### src/pmt_pkg.sv
// Constants and types shared by the pulse measurement and trigger timer.
//
// Summary of operation
// - Counter advances on one selected tick: f1, f2, f8, f32 or subclock/32.
// - Measure mode counts up, captures to reload and clears on each edge.
// - Channels 0 to 2 run while their start flag (bits 5 to 7) is 1.
// - Each measure edge requests an interrupt except the first after start.
// - Overflow in measure mode requests an interrupt and sets the overflow bit.
// - Overflow bit clears on a mode write after the next tick, while the start flag is 1.
// - Measure mode count reads return the captured reload value.
// - Count read is undefined until the second edge after start.
// - Measure mode count writes change neither reload nor counter.
// - Trigger mode exists on channels 0 and 1; one trigger, one down-count.
// - Trigger mode reloads on underflow and stops; clearing start flag stops too.
// - Triggers during a running trigger-mode count are ignored.
// - Trigger count starts only with start flag, trigger enable and a trigger.
// - Trigger source is channel 2 over/underflow or its frequency counter underflow.
// - Trigger mode divides by n+1 with n from 0 to ffff.
// - Each trigger-mode underflow requests an interrupt and starts a conversion.
// - Trigger-mode writes while stopped load reload and counter; while running, reload only.
// - Side-control register accepts writes only when protect release is 1.
// - Shutdown low clears output enable; cutoff gives hi-z, else general I/O.
// - Two-bit mode field selects timer, event, measure or trigger mode.
package pmt_pkg;
    localparam int          CNT_W          = 16;
    localparam logic [15:0] CNT_ZERO       = 16'h0000;
    localparam logic [15:0] CNT_MAX        = 16'hffff;
    localparam int          RUN_BIT_LO     = 5;
    // Mode register field layout.
    localparam int          MODE_LO        = 0;
    localparam int          MODE_HI        = 1;
    localparam int          MR_EDGE_BIT    = 2;
    localparam int          MR_OVF_BIT     = 3;
    localparam int          MR_SRC_LO      = 6;
    localparam int          MR_SRC_HI      = 7;
    localparam logic [7:0]  MODE_RESET     = 8'h00;
    // Count source selection, plus subclock when the extra bit is set.
    localparam logic [1:0]  SRC_F1         = 2'h0;
    localparam logic [1:0]  SRC_F2         = 2'h1;
    localparam logic [1:0]  SRC_F8         = 2'h2;
    localparam logic [1:0]  SRC_F32        = 2'h3;
    localparam int          PRESC_W        = 5;
    typedef enum logic [1:0] {PMT_TIMER, PMT_EVENT, PMT_MEASURE, PMT_ADTRIG} pmt_mode_e;
endpackage

### src/pmt_tick.sv
// Count source prescaler that yields one-cycle ticks at the selected rate.
`timescale 1ns/10ps
`default_nettype none
module pmt_tick
    import pmt_pkg::*;
(
    input  wire logic       clk,        // System clock.
    input  wire logic       rst_n,      // Asynchronous reset, active low.
    input  wire logic [1:0] src_sel,    // Main clock divider select.
    input  wire logic       use_sub,    // Use subclock divided by 32.
    input  wire logic       sub_tick,   // Subclock/32 pulse, synchronous.
    output logic            tick        // One-cycle count pulse.
);
    logic [PRESC_W-1:0] presc_r;
    logic               tick_nxt;

    always_ff @(posedge clk or negedge rst_n)
    begin
        if (!rst_n)
            presc_r <= '0;
        else
            presc_r <= PRESC_W'(presc_r + 1'b1);
    end

    always_comb
    begin
        case (src_sel)
            SRC_F1:  tick_nxt = 1'b1;
            SRC_F2:  tick_nxt = (presc_r[0] == 1'b1);
            SRC_F8:  tick_nxt = (presc_r[2:0] == 3'h7);
            default: tick_nxt = (presc_r == 5'h1f);
        endcase
        if (use_sub)
            tick_nxt = sub_tick;
    end

    assign tick = tick_nxt;
endmodule
`default_nettype wire

### src/pmt_top.sv
// One 16-bit channel with pulse measurement and A/D trigger modes plus side control.
`timescale 1ns/10ps
`default_nettype none
module pmt_top
    import pmt_pkg::*;
#(
    parameter bit TRIG_CAPABLE = 1'b1   // Channels 0 and 1 only.
)
(
    input  wire logic             CLOCK,          // 25 MHz clock.
    input  wire logic             RST_N,          // Async reset, active low.
    input  wire logic [2:0]       COUNT_START,    // Count-start reg bits 7:5.
    input  wire logic [1:0]       CHAN_INDEX,     // Which start bit is ours.
    input  wire logic             MODE_WR,        // Mode register write strobe.
    input  wire logic [7:0]       MODE_WDATA,     // Mode register write data.
    input  wire logic             COUNT_WR,       // Count register write strobe.
    input  wire logic [15:0]      COUNT_WDATA,    // Count register write data.
    input  wire logic             SUB_TICK,       // Subclock/32 pulse.
    input  wire logic             USE_SUBCLOCK,   // Select subclock source.
    input  wire logic             MEASURE_PULSE,  // Measured pulse input.
    input  wire logic             CH2_OVF_UDF,    // Channel 2 over/underflow.
    input  wire logic             IRQ_FREQ_UDF,   // Frequency counter underflow.
    input  wire logic             PROTECT_REL,    // Write protect release bit.
    input  wire logic             SIDE_WR,        // Side-control write strobe.
    input  wire logic [2:0]       SIDE_WDATA,     // {cutoff, src sel, trig en}.
    input  wire logic             OUT_EN_WR,      // Output-enable write strobe.
    input  wire logic             OUT_EN_WDATA,   // Output-enable write value.
    input  wire logic             SHUTDOWN_N,     // Shutdown input, active low.
    output logic [15:0]           COUNT_RDATA,    // Count register read value.
    output logic [7:0]            MODE_RDATA,     // Mode register read value.
    output logic [2:0]            SIDE_RDATA,     // Side-control read value.
    output logic                  RESULT_VALID,   // Measurement read is defined.
    output logic                  IRQ,            // Interrupt request pulse.
    output logic                  ADC_START,      // A/D conversion start pulse.
    output logic                  RUNNING,        // Trigger count in progress.
    output logic                  OUT_EN,         // Three-phase output enable.
    output logic                  PHASE_HIZ,      // Phase pins high-impedance.
    output logic                  PHASE_GPIO      // Phase pins as general I/O.
);
    import pmt_pkg::*;

    ////////////////////////////////////////////////////////////////////////////
    // Registers.
    logic [7:0]       mode_r;
    logic [CNT_W-1:0] cnt_r;
    logic [CNT_W-1:0] reload_r;
    logic [CNT_W-1:0] rd_r;
    logic             run_r;
    logic             seen1_r;
    logic             seen2_r;
    logic             pulse_d_r;
    logic             ovf_tick_r;
    logic             irq_r;
    logic             adc_r;
    logic             trig_en_r;
    logic             trig_sel_r;
    logic             cutoff_r;
    logic             out_en_r;
    logic             hiz_r;
    logic             gpio_r;
    logic             tick;
    logic             flag;
    logic             flag_d_r;
    logic             rise;
    logic             fall;
    logic             meas_edge;
    logic             trig;
    logic             ovf;
    logic             udf;
    pmt_mode_e        mode;

    assign mode  = pmt_mode_e'(mode_r[MODE_HI:MODE_LO]);
    assign flag  = COUNT_START[CHAN_INDEX];
    assign rise  = MEASURE_PULSE & ~pulse_d_r;
    assign fall  = ~MEASURE_PULSE & pulse_d_r;
    // Period uses rising edges only; width measures between opposite edges.
    assign meas_edge = mode_r[MR_EDGE_BIT] ? (rise | fall) : rise;
    assign trig  = trig_sel_r ? IRQ_FREQ_UDF : CH2_OVF_UDF;
    assign ovf   = flag && mode == PMT_MEASURE && tick && !meas_edge && cnt_r == CNT_MAX;
    assign udf   = flag && mode == PMT_ADTRIG && run_r && tick && cnt_r == CNT_ZERO;

    pmt_tick u_tick
    (
        .clk     (CLOCK),
        .rst_n   (RST_N),
        .src_sel (mode_r[MR_SRC_HI:MR_SRC_LO]),
        .use_sub (USE_SUBCLOCK),
        .sub_tick(SUB_TICK),
        .tick    (tick)
    );

    ////////////////////////////////////////////////////////////////////////////
    // Edge tracking.
    always_ff @(posedge CLOCK or negedge RST_N)
    begin
        if (!RST_N)
        begin
            pulse_d_r <= 1'b0;
            flag_d_r  <= 1'b0;
        end
        else
        begin
            pulse_d_r <= MEASURE_PULSE;
            flag_d_r  <= flag;
        end
    end

    ////////////////////////////////////////////////////////////////////////////
    // Mode register with sticky overflow bit.
    always_ff @(posedge CLOCK or negedge RST_N)
    begin
        if (!RST_N)
        begin
            mode_r     <= MODE_RESET;
            ovf_tick_r <= 1'b0;
        end
        else
        begin
            if (MODE_WR)
                mode_r <= {MODE_WDATA[7:4], mode_r[MR_OVF_BIT], MODE_WDATA[2:0]};
            // The overflow bit is cleared only by a write after one more tick.
            if (MODE_WR && ovf_tick_r && flag && !ovf)
                mode_r[MR_OVF_BIT] <= 1'b0;
            if (ovf)
            begin
                mode_r[MR_OVF_BIT] <= 1'b1;
                ovf_tick_r         <= 1'b0;
            end
            else if (tick && mode_r[MR_OVF_BIT])
                ovf_tick_r <= 1'b1;
        end
    end

    ////////////////////////////////////////////////////////////////////////////
    // Counter, reload register and run state.
    always_ff @(posedge CLOCK or negedge RST_N)
    begin
        if (!RST_N)
        begin
            cnt_r    <= CNT_ZERO;
            reload_r <= CNT_ZERO;
            run_r    <= 1'b0;
            seen1_r  <= 1'b0;
            seen2_r  <= 1'b0;
        end
        else if (mode == PMT_MEASURE)
        begin
            run_r <= 1'b0;
            // Count register writes are discarded here.
            if (!flag)
            begin
                seen1_r <= 1'b0;
                seen2_r <= 1'b0;
                if (flag_d_r)
                    cnt_r <= CNT_ZERO;
            end
            else if (meas_edge)
            begin
                reload_r <= cnt_r;
                cnt_r    <= CNT_ZERO;
                seen1_r  <= 1'b1;
                seen2_r  <= seen1_r;
            end
            else if (tick)
                cnt_r <= CNT_W'(cnt_r + 1'b1);
        end
        else if (mode == PMT_ADTRIG && TRIG_CAPABLE)
        begin
            seen1_r <= 1'b0;
            seen2_r <= 1'b0;
            if (COUNT_WR)
            begin
                reload_r <= COUNT_WDATA;
                if (!run_r)
                    cnt_r <= COUNT_WDATA;
            end
            if (!flag)
                run_r <= 1'b0;
            else if (udf)
            begin
                cnt_r <= COUNT_WR ? COUNT_WDATA : reload_r;
                run_r <= 1'b0;
            end
            else if (!run_r && trig_en_r && trig)
                run_r <= 1'b1;
            else if (run_r && tick)
                cnt_r <= CNT_W'(cnt_r - 1'b1);
        end
        else
        begin
            run_r   <= 1'b0;
            seen1_r <= 1'b0;
            seen2_r <= 1'b0;
        end
    end

    ////////////////////////////////////////////////////////////////////////////
    // Interrupt and conversion start pulses, read data.
    always_ff @(posedge CLOCK or negedge RST_N)
    begin
        if (!RST_N)
        begin
            irq_r <= 1'b0;
            adc_r <= 1'b0;
            rd_r  <= CNT_ZERO;
        end
        else
        begin
            irq_r <= ovf || udf
                  || (mode == PMT_MEASURE && flag && meas_edge && seen1_r);
            adc_r <= udf;
            rd_r  <= (mode == PMT_MEASURE) ? reload_r : cnt_r;
        end
    end

    ////////////////////////////////////////////////////////////////////////////
    // Side control, write protect and shutdown cutoff.
    always_ff @(posedge CLOCK or negedge RST_N)
    begin
        if (!RST_N)
        begin
            trig_en_r  <= 1'b0;
            trig_sel_r <= 1'b0;
            cutoff_r   <= 1'b0;
            out_en_r   <= 1'b0;
            hiz_r      <= 1'b0;
            gpio_r     <= 1'b0;
        end
        else
        begin
            if (SIDE_WR && PROTECT_REL)
            begin
                trig_en_r  <= SIDE_WDATA[0];
                trig_sel_r <= SIDE_WDATA[1];
                cutoff_r   <= SIDE_WDATA[2];
            end
            // Output enable cannot be set while shutdown is held low.
            if (!SHUTDOWN_N)
                out_en_r <= 1'b0;
            else if (OUT_EN_WR)
                out_en_r <= OUT_EN_WDATA;
            hiz_r  <= !SHUTDOWN_N && cutoff_r;
            gpio_r <= !SHUTDOWN_N && !cutoff_r;
        end
    end

    assign COUNT_RDATA  = rd_r;
    assign MODE_RDATA   = mode_r;
    assign SIDE_RDATA   = {cutoff_r, trig_sel_r, trig_en_r};
    assign RESULT_VALID = seen2_r;
    assign IRQ          = irq_r;
    assign ADC_START    = adc_r;
    assign RUNNING      = run_r;
    assign OUT_EN       = out_en_r;
    assign PHASE_HIZ    = hiz_r;
    assign PHASE_GPIO   = gpio_r;
endmodule
`default_nettype wire

### config.mk
export PLATFORM = sky130hd
export DESIGN_NAME = pmt_top
export DESIGN_NICKNAME = d
export VERILOG_FILES = /design/src/pmt_pkg.sv /design/src/pmt_tick.sv /design/src/pmt_top.sv
export SDC_FILE = /design/constraint.sdc
export NUM_CORES = 1
export LEC_CHECK = 0
export BUFFER_PORTS_ARGS = -buffer_cell sky130_fd_sc_hd__buf_4
export CAP_MARGIN = 10
export CORE_ASPECT_RATIO = 1.75
export CORE_MARGIN = 5
export CORE_UTILIZATION = 39
export DETAILED_ROUTE_END_ITERATION = 16
export MAX_ROUTING_LAYER = met4
export PLACE_DENSITY = 0.68
export SETUP_SLACK_MARGIN = 0.2
export SLEW_MARGIN = 5
export SYNTH_ARGS = -nofsm -noshare
export SYNTH_HDL_FRONTEND = slang
export SYNTH_HIERARCHICAL = 1
export SYNTH_SLANG_ARGS = --single-unit
### constraint.sdc
create_clock -name CLOCK -period 8.2 [get_ports CLOCK]
set_input_delay 0.41 -clock CLOCK [delete_from_list [all_inputs] [get_ports CLOCK]]
set_output_delay 0.41 -clock CLOCK [all_outputs]
set_load 0.03 [all_outputs]
Word-level counts from Yosys, hierarchy flattened

Index checks and enable logic that the tools add are counted.
W data, S select, Z words.

Register bits: 75
Input port bits: 46
Output and inout bits: 34
Word-level logic and storage cells: 118

Add/sub/neg operators: 3
Order comparisons: 1
Eq/ne operators: 14
Multiplexer cells: 41
Bitwise operators: 5
Reduce and logical (&&, ||, !) cells: 34

Operators with widths:

| operator                | number |
|---|---|
| $mux W16                | 18 |
| $mux W1                 | 21 |
| $logic_and A1 B1 Y1     | 20 |
| $add A16 B1 Y16 const B | 1 |
| $eq A16 B16 Y1 const B  | 1 |
| $logic_not A16 Y1       | 1 |
| $sub A16 B1 Y16 const B | 1 |
| $eq A2 B2 Y1 const B    | 3 |
| $ne A2 B2 Y1 const B    | 3 |
| $ne A3 B3 Y1 const B    | 2 |
| $reduce_and A3 Y1       | 2 |
| $reduce_bool A2 Y1      | 3 |
| $add A5 B1 Y5 const B   | 1 |
| $eq A5 B5 Y1 const B    | 1 |
| $logic_not A1 Y1        | 5 |
| $ne A5 B4 Y1 const B    | 1 |
| $ne A4 B4 Y1 const B    | 1 |
| $eq A3 B3 Y1 const B    | 1 |
| $lt A2 B3 Y1 const B    | 1 |
| $pmux W1 S3             | 1 |
| $and A1 B1 Y1           | 2 |
| $bmux W1 S2             | 1 |
| $eq A2 B1 Y1 const B    | 1 |
| $logic_not A2 Y1        | 1 |
| other kinds (3)         | 5 |

Depth between registers and ports, before layout

Gate-level depths: netlist (run 1).

Depth after elaboration: 11
Gate-level depth with buffers: 13
Gate-level depth less buffers: 11

Modules after synthesis

The synthesis (run 1) kept the hierarchy.

By module, submodules not included:

| module   | times used | cells an instance | area each (um^2) | sequential area each (um^2) |
|---|---|---|---|---|
| pmt_top  | 1          | 499               | 4394.2           | 1751.7 |
| pmt_tick | 1          | 17                | 236.5            | 125.1 |

Least setup slack after synthesis (run 1)

OpenSTA, ideal clock, no wires.

Path type: register to register
Start point: register u_tick.presc_r[0]
End point: register cnt_r[0]
Setup time: 0.126 ns
Arrival: 2.542 ns
Data required time: 8.074 ns
Setup slack: 5.532 ns
Stages on the path, launching flop included: 14
Buffers on the path: 2
Period minus slack after synthesis: 2.668 ns
Path through: dfrtp_1 -> ha_1 -> and3_1 -> ha_1 -> mux2i_1 -> a221oi_2 -> buf_2 -> and2_1 -> buf_2 -> nand3_1 -> nor3_4 -> mux2i_1 -> o22ai_1 -> a221o_1

Longest elaborated chain between the ends: 10
Elaborated cells on any way between the ends: 15
Classes of those cells: 3 x eq/ne; 8 x mux; 4 x reduce/logical

RTL lines:

| item                                                | line                           | text |
|---|---|---|
| from (decl)                                         | pmt_tick.sv:14                 | `logic [PRESC_W-1:0] presc_r;` |
| from (signal assigned)                              | pmt_tick.sv:22                 | `presc_r <= PRESC_W'(presc_r + 1'b1);` |
| $eq A5 B5 Y1 / $eq A3 B3 Y1 (equally long branches) | pmt_tick.sv:31, pmt_tick.sv:30 |  |
| $pmux W1 S3 (*)                                     | pmt_tick.sv:27                 | `case (src_sel)` |
| $mux W1 (*)                                         | pmt_tick.sv:33                 | `if (use_sub)` |
| named net tick                                      | pmt_top.sv:61                  | `logic tick;` |
| $logic_and A1 B1 Y1                                 | pmt_top.sv:186                 | `else if (run_r && tick)` |
| $mux W16                                            | pmt_top.sv:186                 |  |
| $mux W16                                            | pmt_top.sv:184                 | `else if (!run_r && trig_en_r && trig)` |
| $mux W16                                            | pmt_top.sv:179                 | `else if (udf)` |
| $mux W16                                            | pmt_top.sv:177                 | `if (!flag)` |
| $mux W16                                            | pmt_top.sv:167                 | `else if (mode == PMT_ADTRIG && TRIG_CAPABLE)` |
| $mux W16                                            | pmt_top.sv:146                 | `else if (mode == PMT_MEASURE)` |
| to (signal assigned)                                | pmt_top.sv:165                 | `cnt_r <= CNT_W'(cnt_r + 1'b1);` |
| to (signal assigned)                                | pmt_top.sv:181                 | `cnt_r <= COUNT_WR ? COUNT_WDATA : reload_r;` |
| to (signal assigned)                                | pmt_top.sv:187                 | `cnt_r <= CNT_W'(cnt_r - 1'b1);` |
| to (decl)                                           | pmt_top.sv:45                  | `logic [CNT_W-1:0] cnt_r;` |

The timed path passes the listed nets; every way through them passes the cells marked *. The select of a mux whose other input is x is not followed.
A chain may end at the register's enable or synchronous reset.

Worst setup path after layout (run 1)

Start point: register u_tick.presc_r[0]
End point: register cnt_r[12]

The elaborated chain is that of the path after synthesis.

==> summary.md, run 1 <==
| Metric | Value |
|---|---|
| Layout area overhead | `19.3%` |
| Via count | `around 4.3k` |
| Mean post-synth cell area | `approximately 9.0 sq um` |
| Layout filler cell count | `~1.2k` |
| Synth Flop Type | `dfrtp_1` |
| Unique masters post-synth | `59` |
| Status | `finished, final reports clean` |
| Die ar. | `14200 sq um` |
| WP data arrival | `between 4 and 5 ns` |
| Largest net degree at the start of global routing | `76` |
| Initial antenna violation count | `0` |
| Gpl congestion | `0.952` |
| Syn. warnings | `6` |
| Peak supply drop | `~0.11 mV` |
| Worst-Skew Late Latency | `0.34 ns` |
| Number of synthesized flops with an enable pin | `0` |
| CP Max Fanout | `10` |
| Post-route DRC | `0` |
| TritonCTS Buffers | `9` |
| Syn Inst Count | `516` |
| Global-route wire length before repair | `between 20 and 25 mm` |
| Net Sw Frac | `37.7%` |
| Cell leakage power | `between 2 and 2.5 nW` |
| CTS Root Cell | `clkbuf_16` |
| Remaining antenna violation count | `0` |
| CP Launch Type | `flop` |
| Worst EP required | `8.40 ns` |
| CP Capture Type | `flop` |
| Synth cell count leaders | `nand2_1, dfrtp_1, mux2i_1, nor2_1, clkbuf_1` |
| WL/cell | `between 20 and 25 microns` |
| Setup crit end | `cnt_r[12]` |
| Placed instance count | `slightly below 700` |
| Post-CTS resize count | `0` |
| Final Cycle Share | `between 40% and 50%` |
| Reg2Reg Setup Slack | `4.37 ns` |
| Top-count cell post-synth | `nand2_1` |
| Cell Count, Final, Fillers Out | `between 700 and 800` |
| Final-report hold violation count | `0` |
| Clock Sinks | `75` |
| Starting DRT DRC Count | `approximately 240` |
| Post-route setup TNS | `0 ns` |
| Gr usage total | `22.2%` |
| Layout cells sized above 1 | `between 20% and 30%` |
| Total of max-cap violations | `0` |
| Asr flop ratio synth | `100%` |
| Post-DR vias/cell | `a little over 6` |
| Antenna Cells | `0` |
| Starting density of the core | `about 40%` |
| Slew HR | `32.4%` |
| Routed WL | `~15 mm` |
| Pins Over Slew Limit | `0` |
| CTS tree | `done` |
| Final #Nets | `619` |
| Die width | `slightly above 90 microns` |
| Post-Syn Area | `about 4600 sq um` |
| Register area share after synthesis | `about two fifths` |
| Hold bufs inserted after CTS | `0` |
| Die Ht | `roughly 150 microns` |
| F_max | `between 200 and 300 MHz` |
| Sequential share of power | `roughly two fifths` |
| Core ar. | `approximately 12000 sq um` |
| Crit path launch | `u_tick/presc_r[0]` |
| Hpwl dp | `between 10 and 15 mm` |
| Clk_skew | `roughly 0.0052 ns` |
| Min cycle time layout | `3.83 ns` |
| Register bit total from synthesis | `75` |
| P_int | `approximately 900 uW` |
| Switching pwr | `between 500 and 600 uW` |
| DR pass1 iterations | `5` |
| Setup Fix Bufs, Post-CTS | `0` |
| Reg2reg path depth | `11` |
| I/O pins | `80` |
| Hold Path Class | `input port to flop` |
| Clock slew at reported path FFs | `0.06 ns` |
| Worst R2R Start | `u_tick/presc_r[0]` |
| Cell taking the most area after synthesis | `dfrtp_1` |
| Number of global-route vias before repair | `around 4.5k` |
| RSZ-0062 raised after global routing | `false` |
| Comb power frac | `between 30% and 40%` |
| Rows | `52` |
| Port buffer count | `78` |
| Global route overflow | `0` |
| Crit path kind | `flop to flop` |
| CTS H-Tree Depth | `3` |
| Top post-synthesis cells by area | `dfrtp_1, nand2_1, mux2i_1, mux2_2, a2bb2oi_1` |
| Share of Yosys cell area claimed by the top area cell type | `approximately two fifths` |
| Bufs on Longest Clock Path | `2` |
| Syn nets | `569` |
| Power Dens Cells | `between 200 and 300 nW/um^2` |
| Slew @ Worst Pin | `1.01 ns` |
| Final Setup Violations | `0` |
| Clock Power Share | `~28%` |
| R2r endpoint | `cnt_r[12]` |
[metal layers]
metal | wire length, microns | vias to the layer above | GRT usage, %
met5 | 0 | - | -
met4 | 667 | 0 | 13.0
met3 | 618 | 61 | 3.47
met2 | 8360 | 143 | 39.9
met1 | 5320 | 2127 | 22.2
li1 | - | 1978 | -
[worst min path at each step]
stage             startpoint          to  slack, ns  cells past startpoint
2_1_floorplan          RST_N   ADC_START       0.11                      0
3_3_place_gp        cutoff_r  PHASE_GPIO       0.44                      1
3_5_place_dp        cutoff_r  PHASE_GPIO       0.44                      1
4_1_cts        MEASURE_PULSE   pulse_d_r       0.18                      1
5_1_grt        MEASURE_PULSE   pulse_d_r       0.18                      1
6_report       MEASURE_PULSE   pulse_d_r       0.19                      1
[state kept, by name, indices dropped and copies added, names as in the netlist]
| name | cells |
|---|---|
| pulse_d_r | 1 |
| PHASE_GPIO | 1 |
| trig_sel_r | 1 |
| cutoff_r | 1 |
| flag_d_r | 1 |
| RUNNING | 1 |
| ovf_tick_r | 1 |
| COUNT_RDATA | 16 |
| u_tick/presc_r | 5 |
| IRQ | 1 |
| RESULT_VALID | 1 |
| ADC_START | 1 |
| reload_r | 16 |
| cnt_r | 16 |
| trig_en_r | 1 |
| OUT_EN | 1 |
| PHASE_HIZ | 1 |
| seen1_r | 1 |
| MODE_RDATA | 8 |
[layout by cell type, fill, tap and decap left out, types with 2 or more instances in the layout]
master	instances
a21o_1	5
clkbuf_16	9
nand4_1	10
nor2_1	29
buf_4	83
nor3b_1	2
dfrtp_1	75
nand2_1	84
o311ai_0	2
o21ai_0	25
nor4_1	3
xnor2_1	5
xor2_1	3
clkinvlp_4	2
o221ai_1	2
nor3_1	18
a2111oi_0	2
a31oi_1	8
o211ai_1	5
ha_1	7
o21ai_1	2
nand3_1	14
nor2b_1	8
nand4b_1	2
nor3_4	2
clkbuf_8	2
mux2i_1	31
o22ai_1	22
or3_1	5
a21oi_1	20
a32oi_1	2
a211o_1	2
mux2_2	17
a2bb2oi_1	16
and3_1	5
nand2b_1	3
o41ai_1	2
inv_1	9
and2_1	5
[cell families (layout without fill, tap and decap cells)]
| family | count (synthesis) | after routing | share of synthesized area (%) |
|---|---|---|---|
| simple gates | 197 | 197 | 21.2 |
| buf+inv | 53 | 107 | 5.11 |
| flops | 75 | 75 | 40.5 |
| compound gates | 128 | 128 | 18.9 |
| xor+xnor | 8 | 8 | 1.51 |
| fa+ha+maj | 7 | 7 | 1.89 |
| mux | 48 | 48 | 10.8 |
[cell type report]
| type | count | area (sq um) | share of cell area [%] |
|---|---|---|---|
| Inverter | 9 | 33.8 | 0.611 |
| Timing Repair Buffer | 83 | 623 | 11.3 |
| Multi-Input combinational cell | 388 | 2520 | 45.6 |
| Tap cell | 135 | 169 | 3.06 |
| Clock inverter | 4 | 50.0 | 0.906 |
| Sequential cell | 75 | 1880 | 34.0 |
| Clock buffer | 11 | 253 | 4.57 |
[metrics by stage]
stage | power (mW) | instance area, sq um | utilization, % | hold WS [ns] | setup WS [ns]
CTS | 1.46 | 5530 | 47.7 | 0.183 | 4.48
global route | 1.53 | 5530 | 47.7 | 0.179 | 4.21
floorplan | 0.893 | 4630 | - | 0.114 | 5.53
finish | 1.45 | 5530 | 47.7 | 0.189 | 4.37
detailed placement | 1.05 | 5220 | 45.1 | 0.445 | 4.49
global placement | 1.03 | 5220 | 45.1 | 0.439 | 4.65
[power by group through the flow]
| stage | Clock (mW) | Combinational, mW | Sequential [mW] |
|---|---|---|---|
| floorplan | 0 | 0.323 | 0.569 |
| global placement | 0 | 0.461 | 0.571 |
| detailed placement | 0 | 0.471 | 0.575 |
| CTS | 0.413 | 0.474 | 0.569 |
| global route | 0.427 | 0.511 | 0.587 |
| finish | 0.407 | 0.472 | 0.573 |
[worst max-delay path, stage by stage (launching register included)]
cell and delay [ns]:
dfrtp_1 0.41, ha_1 0.20, and3_1 0.18, ha_1 0.15, mux2i_1 0.08, a221oi_2 0.71, and2_1 0.48, nand4_1 0.22
nor3_2 0.59, a32oi_1 0.34, o21ai_0 0.18, o221ai_1 0.15
Note: power is estimated with default switching activity, not from simulation.
==> run 2: changes to the inputs <==
--- a/config.mk
+++ b/config.mk
@@ -5,6 +5,7 @@
 export SDC_FILE = /design/constraint.sdc
 export NUM_CORES = 1
 export LEC_CHECK = 0
+export ABC_AREA = 1
 export BUFFER_PORTS_ARGS = -buffer_cell sky130_fd_sc_hd__buf_4
 export CAP_MARGIN = 10
 export CORE_ASPECT_RATIO = 1.75
@@ -12,7 +13,7 @@
 export CORE_UTILIZATION = 39
 export DETAILED_ROUTE_END_ITERATION = 16
 export MAX_ROUTING_LAYER = met4
-export PLACE_DENSITY = 0.68
+export PLACE_DENSITY = 0.7
 export SETUP_SLACK_MARGIN = 0.2
 export SLEW_MARGIN = 5
 export SYNTH_ARGS = -nofsm -noshare
==> constraint.sdc (replaced) <==
create_clock -name CLOCK -period 3.2 [get_ports CLOCK]
set_input_delay 0.16 -clock CLOCK [delete_from_list [all_inputs] [get_ports CLOCK]]
set_output_delay 0.16 -clock CLOCK [all_outputs]
set_load 0.03 [all_outputs]
==> summary.md, run 2 <==
| Metric | Value |
|---|---|
| Status | `complete, but fails checks (was finished, final reports clean)` |
| Failing checks | `hold timing` |
| Initial antenna violation count | `0 (unchanged)` |
| Mean post-synth cell area | `7.01 sq um (was 8.97 sq um)` |
| Net Sw Frac | `39.5% (was 37.7%)` |
| Worst-Skew Late Latency | `0.34 ns (about the same)` |
| Clock slew at reported path FFs | `0.06 ns (about the same)` |
| P_int | `2.33 mW (was 904 uW)` |
| Die width | `94.4 microns (was 92.4 microns)` |
| Final #Nets | `813 (was 619)` |
| Most frequent cells in the layout | `nand2_1, buf_4, o21ai_0 (was nand2_1, buf_4, dfrtp_1)` |
| Remaining antenna violation count | `0 (unchanged)` |
| Port buffer count | `78 (unchanged)` |
| CP Capture Type | `flop (unchanged)` |
| Bufs on Longest Clock Path | `2 (unchanged)` |
| RSZ-0062 raised after global routing | `false (unchanged)` |
| Syn Inst Count | `694 (was 516)` |
| Worst Path Buf+Inv | `2 (was 0)` |
| Crit path launch | `u_tick/presc_r[0] (unchanged)` |
| Clk_skew | `0.00725 ns (was 0.00524 ns)` |
| Layout filler cell count | `1282 (was 1157)` |
| WP data arrival | `2.76 ns (was 4.02 ns)` |
| CP Launch Type | `flop (unchanged)` |
| Hold WS | `-0.0345 ns (was 0.189 ns)` |
| Unique masters post-synth | `38 (was 59)` |
| Final Setup Violations | `0 (unchanged)` |
| Worst EP required | `3.46 ns (was 8.40 ns)` |
| Switching pwr | `1.52 mW (was 548 uW)` |
| Asr flop ratio synth | `100% (unchanged)` |
| Post-DR vias/cell | `5.14 (was 6.11)` |
| Multi-input logic area | `2540 sq um (was 2520 sq um)` |
| Slew HR | `35.6% (was 32.4%)` |
| Number of global-route vias before repair | `4571 (was 4529)` |
| Syn nets | `747 (was 569)` |
| TritonCTS Buffers | `9 (unchanged)` |
| Comb power frac | `36.0% (was 32.5%)` |
| CP cell instances | `ha_1, nand2_1, nor2_1, ha_1, nand3_1, nand2_1, inv_1, a21oi_2, nand2_1, buf_4, nor2_1, nand3_1, nor2_2, nor2_1, nand2_1, nand2_1, nand2_1, nand2_1, a21oi_1 (was ha_1, and3_1, ha_1, mux2i_1, a221oi_2, and2_1, nand4_1, nor3_2, a32oi_1, o21ai_0, o221ai_1)` |
| Worst R2R Start | `u_tick/presc_r[0] (unchanged)` |
| Post-Syn Area | `4860 sq um (was 4630 sq um)` |
| Number of synthesized flops with an enable pin | `0 (unchanged)` |
| Register bit total from synthesis | `75 (unchanged)` |
| Gr usage total | `20.4% (was 22.2%)` |
| Critical Path Most Common Cell | `nand2_1 (was ha_1)` |
| Cell leakage power | `2.82 nW (was 2.47 nW)` |
| Pins Over Slew Limit | `0 (unchanged)` |
| Final-report hold violation count | `34 (was 0)` |
| Syn. warnings | `6 (unchanged)` |
| Reg2reg path depth | `19 (was 11)` |
| Peak supply drop | `0.299 mV (was 0.114 mV)` |
| Die Ht | `158 microns (was 154 microns)` |
| F_max | `401 MHz (was 261 MHz)` |
| Routed WL | `14.0 mm (was 15.0 mm)` |
| Gpl congestion | `0.998 (was 0.952)` |
| Setup Fix Bufs, Post-CTS | `0 (unchanged)` |
| WL/cell | `15.0 microns (was 21.2 microns)` |
| CTS Root Cell | `clkbuf_16 (unchanged)` |
| DR pass1 iterations | `7 (was 5)` |
| Most common library cell in the layout ignoring fill and taps | `nand2_1 (unchanged)` |
| Crit path kind | `flop to flop (unchanged)` |
| Placed instance count | `914 (was 690)` |
| Clock Power Share | `28.3% (was 28.0%)` |
| Top-count cell post-synth | `nand2_1 (unchanged)` |
| Die ar. | `14900 sq um (was 14200 sq um)` |
| Power Dens Cells | `653 nW/um^2 (was 263 nW/um^2)` |
| Register area share after synthesis | `38.6% (was 40.5%)` |
| Layout cells sized above 1 | `18.7% (was 22.1%)` |
| Reg2Reg Setup Slack | `0.71 ns (was 4.37 ns)` |
| CTS tree | `done (unchanged)` |
| Synth Flop Type | `dfrtp_1 (unchanged)` |
| Starting DRT DRC Count | `330 (was 239)` |
| Post-CTS resize count | `0 (unchanged)` |
| Hold Path Class | `input port to async pin (was input port to flop)` |
| Final Cycle Share | `77.9% (was 46.7%)` |
| Cell taking the most area after synthesis | `dfrtp_1 (unchanged)` |
| Sequential share of power | `35.8% (was 39.5%)` |
| Top post-synthesis cells by area | `dfrtp_1, nand2_1, o21ai_0, a21oi_1, nor2_1 (was dfrtp_1, nand2_1, mux2i_1, mux2_2, a2bb2oi_1)` |
| Layout area overhead | `21.5% (was 19.3%)` |
| Clock Sinks | `75 (unchanged)` |
| Seq. cell area | `1880 sq um (unchanged)` |
| Post-route setup TNS | `0 ns (unchanged)` |
| R2r endpoint | `cnt_r[15] (was cnt_r[12])` |
| Starting density of the core | `39.3% (was 40.0%)` |
| Via count | `4793 (was 4309)` |
| Min cycle time layout | `2.49 ns (was 3.83 ns)` |
| Synth cell count leaders | `nand2_1, o21ai_0, dfrtp_1, nor2_1, inv_1 (was nand2_1, dfrtp_1, mux2i_1, nor2_1, clkbuf_1)` |
| Share of Yosys cell area claimed by the top area cell type | `38.6% (was 40.5%)` |
| Hpwl dp | `10.4 mm (about the same)` |
| Largest stage delay on the critical path | `0.37 ns (was 0.71 ns)` |
| I/O pins | `80 (unchanged)` |
| CTS H-Tree Depth | `3 (unchanged)` |
| Global route overflow | `0 (unchanged)` |
| Antenna Cells | `0 (unchanged)` |
| Core ar. | `12400 sq um (was 11600 sq um)` |
| Total of max-cap violations | `0 (unchanged)` |
| Rows | `54 (was 52)` |
| Global-route wire length before repair | `23.1 mm (was 23.8 mm)` |
| Largest net degree at the start of global routing | `76 (unchanged)` |
| CP max stage cell | `dfrtp_1 (was a221oi_2)` |
| Top cell family by delay on the critical path | `simple AND/OR/NAND/NOR gates (unchanged)` |
| Post-route DRC | `0 (unchanged)` |
| Cell Count, Final, Fillers Out | `933 (was 705)` |
| Slew @ Worst Pin | `0.966 ns (was 1.01 ns)` |
| CP Max Fanout | `12 (was 10)` |
-- run 2: changes by cell type after synthesis, sizes merged, moves of 8 or more --
cell / change
nand3: +20
o22ai: -22
nor3: -15
o21ai: +54
a21oi: +35
mux2: -8
a2bb2oi: -16
nand2: +118
nor2: +47
clkbuf: -15
a21boi: +8
nor2b: -9
mux2i: -30
inv: +56
-- run 2: metrics by stage --
stage	power [mW]	cell area [sq um]	hold slack (ns)	util, %	worst slack (ns)
6_report	3.86	5910	-0.0345	47.8	0.706
5_1_grt	4.12	5910	0.0288	47.8	0.354
4_1_cts	3.90	5910	0.0124	47.8	0.674
3_5_place_dp	2.78	5560	0.288	45.0	0.694
3_3_place_gp	2.77	5560	0.286	45.0	0.729
2_1_floorplan	2.34	4860	-0.136	-	0.975
-- run 2: timing repair --
| action | in CTS | in global routing |
|---|---|---|
| hold buffers | 3 | 0 |
| hold endpoints to repair | 4 | 0 |
| endpoints found under the setup margin | 0 | 0 |
-- run 2: final cells by class --
cell class,count,share of cell area [%]
inverter,69,4.41
clock buffer,10,3.88
sequential,75,31.8
tap,168,3.56
multi-input combinational,514,43.0
timing repair buffer,91,11.9
clock inverter,6,1.50
-- run 2: metal layers --
layer	wire (microns)	vias to the layer above	share of wire, %	global-route usage (%)
met5	0	-	0	-
li1	-	2396	-	-
met4	438	0	3.1	7.85
met3	452	33	3.2	2.90
met1	5290	2258	38	22.4
met2	7790	106	56	36.9
-- run 2: power groups by stage --
stage | sequential (mW) | clock, mW | combinational (mW)
finish | 1.38 | 1.09 | 1.39
global route | 1.42 | 1.15 | 1.55
detailed placement | 1.40 | 0 | 1.38
global placement | 1.39 | 0 | 1.37
floorplan | 1.49 | 0 | 0.850
CTS | 1.38 | 1.12 | 1.39
-- run 2: how the worst max path moves through the flow --
stage | to | slack, ns | cells past startpoint
after floorplan | cnt_r[0] | 0.97 | 17
after global placement | cnt_r[15] | 0.73 | 19
after detailed placement | cnt_r[1] | 0.69 | 18
after CTS | cnt_r[15] | 0.67 | 19
after global routing | cnt_r[15] | 0.35 | 19
final | cnt_r[15] | 0.71 | 19
-- run 2: cells by family (layout without fill, tap and decap cells) --
kind of cell,Yosys count,count (layout),share of synthesized area (%)
mux,10,10,2.29
fa+ha+maj,7,7,1.80
buf+inv,105,176,9.39
simple gates,326,326,28.4
xor+xnor,4,4,0.720
compound gates,167,167,18.8
flops,75,75,38.6
==> run 3: changes to the inputs <==
--- a/config.mk
+++ b/config.mk
@@ -13,7 +13,7 @@
 export CORE_UTILIZATION = 39
 export DETAILED_ROUTE_END_ITERATION = 16
 export MAX_ROUTING_LAYER = met4
-export PLACE_DENSITY = 0.7
+export PLACE_DENSITY = 0.68
 export SETUP_SLACK_MARGIN = 0.2
 export SLEW_MARGIN = 5
 export SYNTH_ARGS = -nofsm -noshare
==> constraint.sdc (replaced) <==
create_clock -name CLOCK -period 2.5 [get_ports CLOCK]
set_input_delay 0.125 -clock CLOCK [delete_from_list [all_inputs] [get_ports CLOCK]]
set_output_delay 0.125 -clock CLOCK [all_outputs]
set_load 0.03 [all_outputs]
==> summary.md, run 3 (synthesized netlist as in run 2, its figures left out) <==
| Metric | Value |
|---|---|
| Status | `finished, final reports clean (was complete, but fails checks)` |
| Worst-Skew Late Latency | `0.34 ns (about the same)` |
| Die Ht | `158 microns (unchanged)` |
| Clock slew at reported path FFs | `0.06 ns (about the same)` |
| CP Launch Type | `flop (unchanged)` |
| Post-route setup TNS | `0 ns (unchanged)` |
| R2r endpoint | `cnt_r[4] (was cnt_r[15])` |
| Rows | `54 (unchanged)` |
| Slew @ Worst Pin | `0.960 ns (was 0.966 ns)` |
| Worst R2R Start | `u_tick/presc_r[0] (unchanged)` |
| Design area | `6010 sq um (was 5910 sq um)` |
| Core ar. | `12400 sq um (unchanged)` |
| Total of max-cap violations | `0 (unchanged)` |
| Reg2reg path depth | `19 (unchanged)` |
| Clock Sinks | `75 (unchanged)` |
| Starting density of the core | `39.3% (unchanged)` |
| Worst Hold Path EP | `MODE_RDATA[5]` |
| Final-report hold violation count | `0 (was 34)` |
| Slew HR | `36.0% (was 35.6%)` |
| Via count | `4869 (was 4793)` |
| Peak supply drop | `0.339 mV (was 0.299 mV)` |
| Total power | `4.88 mW (was 3.86 mW)` |
| CP Max Fanout | `8 (was 12)` |
| Hold Path Class | `input port to flop (was input port to async pin)` |
| Port buffer count | `78 (unchanged)` |
| Global-route wire length before repair | `23.2 mm (was 23.1 mm)` |
| Most frequent cells in the layout | `nand2_1, buf_4, o21ai_0 (unchanged)` |
| Clk_skew | `0.00779 ns (was 0.00725 ns)` |
| Number of global-route vias before repair | `4689 (was 4571)` |
| Post-DR vias/cell | `5.16 (was 5.14)` |
| CP Capture Type | `flop (unchanged)` |
| Power Dens Cells | `812 nW/um^2 (was 653 nW/um^2)` |
| Gr usage total | `20.6% (was 20.4%)` |
| Worst hold path depth | `2` |
| Starting DRT DRC Count | `305 (was 330)` |
| Initial antenna violation count | `0 (unchanged)` |
| Final Setup Violations | `0 (unchanged)` |
| Cell leakage power | `2.88 nW (was 2.82 nW)` |
| Worst EP required | `2.76 ns (was 3.46 ns)` |
| DR pass1 iterations | `6 (was 7)` |
| Bufs on Longest Clock Path | `2 (unchanged)` |
| Antenna Cells | `0 (unchanged)` |
| Layout area overhead | `23.6% (was 21.5%)` |
| Hold_sp | `MODE_WDATA[5]` |
| Global route overflow | `0 (unchanged)` |
| Remaining antenna violation count | `0 (unchanged)` |
| CTS Root Cell | `clkbuf_16 (unchanged)` |
| Crit path kind | `flop to flop (unchanged)` |
| Crit path launch | `u_tick/presc_r[0] (unchanged)` |
| WP data arrival | `2.54 ns (was 2.76 ns)` |
| Layout cells sized above 1 | `20.2% (was 18.7%)` |
| Routed WL | `14.1 mm (was 14.0 mm)` |
| Largest net degree at the start of global routing | `76 (unchanged)` |
| CTS H-Tree Depth | `3 (unchanged)` |
| Die width | `94.4 microns (unchanged)` |
| Final Cycle Share | `91.2% (was 77.9%)` |
| TritonCTS Buffers | `9 (unchanged)` |
| Hpwl dp | `10.4 mm (about the same)` |
| Gpl congestion | `0.994 (was 0.998)` |
| F_max | `439 MHz (was 401 MHz)` |
| Layout filler cell count | `1243 (was 1282)` |
| Pins Over Slew Limit | `0 (unchanged)` |
| I/O pins | `80 (unchanged)` |
| Post-route DRC | `0 (unchanged)` |
| Final #Nets | `824 (was 813)` |
| Placed Instance Area | `5600 sq um (was 5560 sq um)` |
| Min cycle time layout | `2.28 ns (was 2.49 ns)` |
| RSZ-0062 raised after global routing | `true (was false)` |
| Reg2Reg Setup Slack | `0.22 ns (was 0.71 ns)` |
| Most common library cell in the layout ignoring fill and taps | `nand2_1 (unchanged)` |
| WL/cell | `14.9 microns (was 15.0 microns)` |
| Die ar. | `14900 sq um (unchanged)` |
| CTS tree | `done (unchanged)` |
-- run 3: cell types whose count changed in the layout (fill, tap and decap cells not counted), sizes merged --
cell and delta:
dlygate4sd3 +2, clkbuf -1, inv +1, clkinvlp -2
bufinv -1, buf +9, clkinv +3
-- run 3: through the flow --
stage                     hold slack [ns]  utilization [%]  setup slack [ns]  instances
after global placement              0.252             45.3             0.176        920
after detailed placement            0.254             45.3             0.101        920
after CTS                         0.00402             48.4             0.194        943
final                              0.0133             48.6             0.220        944
after floorplan                    -0.171                -             0.275        694
after global routing               0.0138             48.6            0.0222        944
-- run 3: critical path, cell delays in order (launching register included) --
cell	delay [ns]
dfrtp_1	0.37
ha_2	0.19
nand2_1	0.05
nor2_1	0.09
ha_2	0.16
nand3_1	0.07
nand2_1	0.06
inv_1	0.04
a21oi_2	0.16
nand2_2	0.11
inv_2	0.11
nand3_4	0.08
nor2_4	0.14
nand2_4	0.08
buf_6	0.14
nand2_1	0.06
nand2_1	0.05
nand2_1	0.06
nand2_1	0.04
a21boi_1	0.12
-- run 3: how the worst max path moves through the flow --
stage               end  cells past startpoint  slack (ns)
6_report       cnt_r[4]                     19        0.22
5_1_grt        cnt_r[4]                     19        0.02
4_1_cts        cnt_r[4]                     19        0.19
3_5_place_dp   cnt_r[1]                     18        0.10
3_3_place_gp   cnt_r[1]                     18        0.18
2_1_floorplan  cnt_r[0]                     17        0.27
-- run 3: layer usage --
layer / share of wire [%] / up-vias / wire [microns] / GRT usage (%)
met5: 0 / - / 0 / -
met4: 3.6 / 0 / 505 / 9.57
met3: 4.1 / 34 / 583 / 3.09
met2: 54 / 135 / 7660 / 36.7
met1: 38 / 2281 / 5330 / 22.2
li1: - / 2419 / - / -
-- run 3: where the power goes --
| group | leakage (nW) | internal [mW] | switching [mW] |
|---|---|---|---|
| Clock | 0.150 | 0.780 | 0.540 |
| Combinational | 1.84 | 0.625 | 1.18 |
| Sequential | 0.885 | 1.50 | 0.257 |
| Total | 2.88 | 2.90 | 1.98 |
-- run 3: layout make-up --
| cell class | count | area [sq um] | area share [%] |
|---|---|---|---|
| timing repair buffer | 102 | 802 | 13.3 |
| clock buffer | 9 | 225 | 3.75 |
| multi-input combinational | 514 | 2560 | 42.6 |
| sequential | 75 | 1880 | 31.2 |
| inverter | 69 | 260 | 4.33 |
| tap | 168 | 210 | 3.50 |
| clock inverter | 7 | 75.1 | 1.25 |
-- run 3: repair_timing --
action,CTS,global route
gates resized for setup,5,5
setup endpoints to repair,12,16
pin swaps,0,3
buffers inserted,2,1
hold endpoints to repair,55,0
hold buffers,5,0
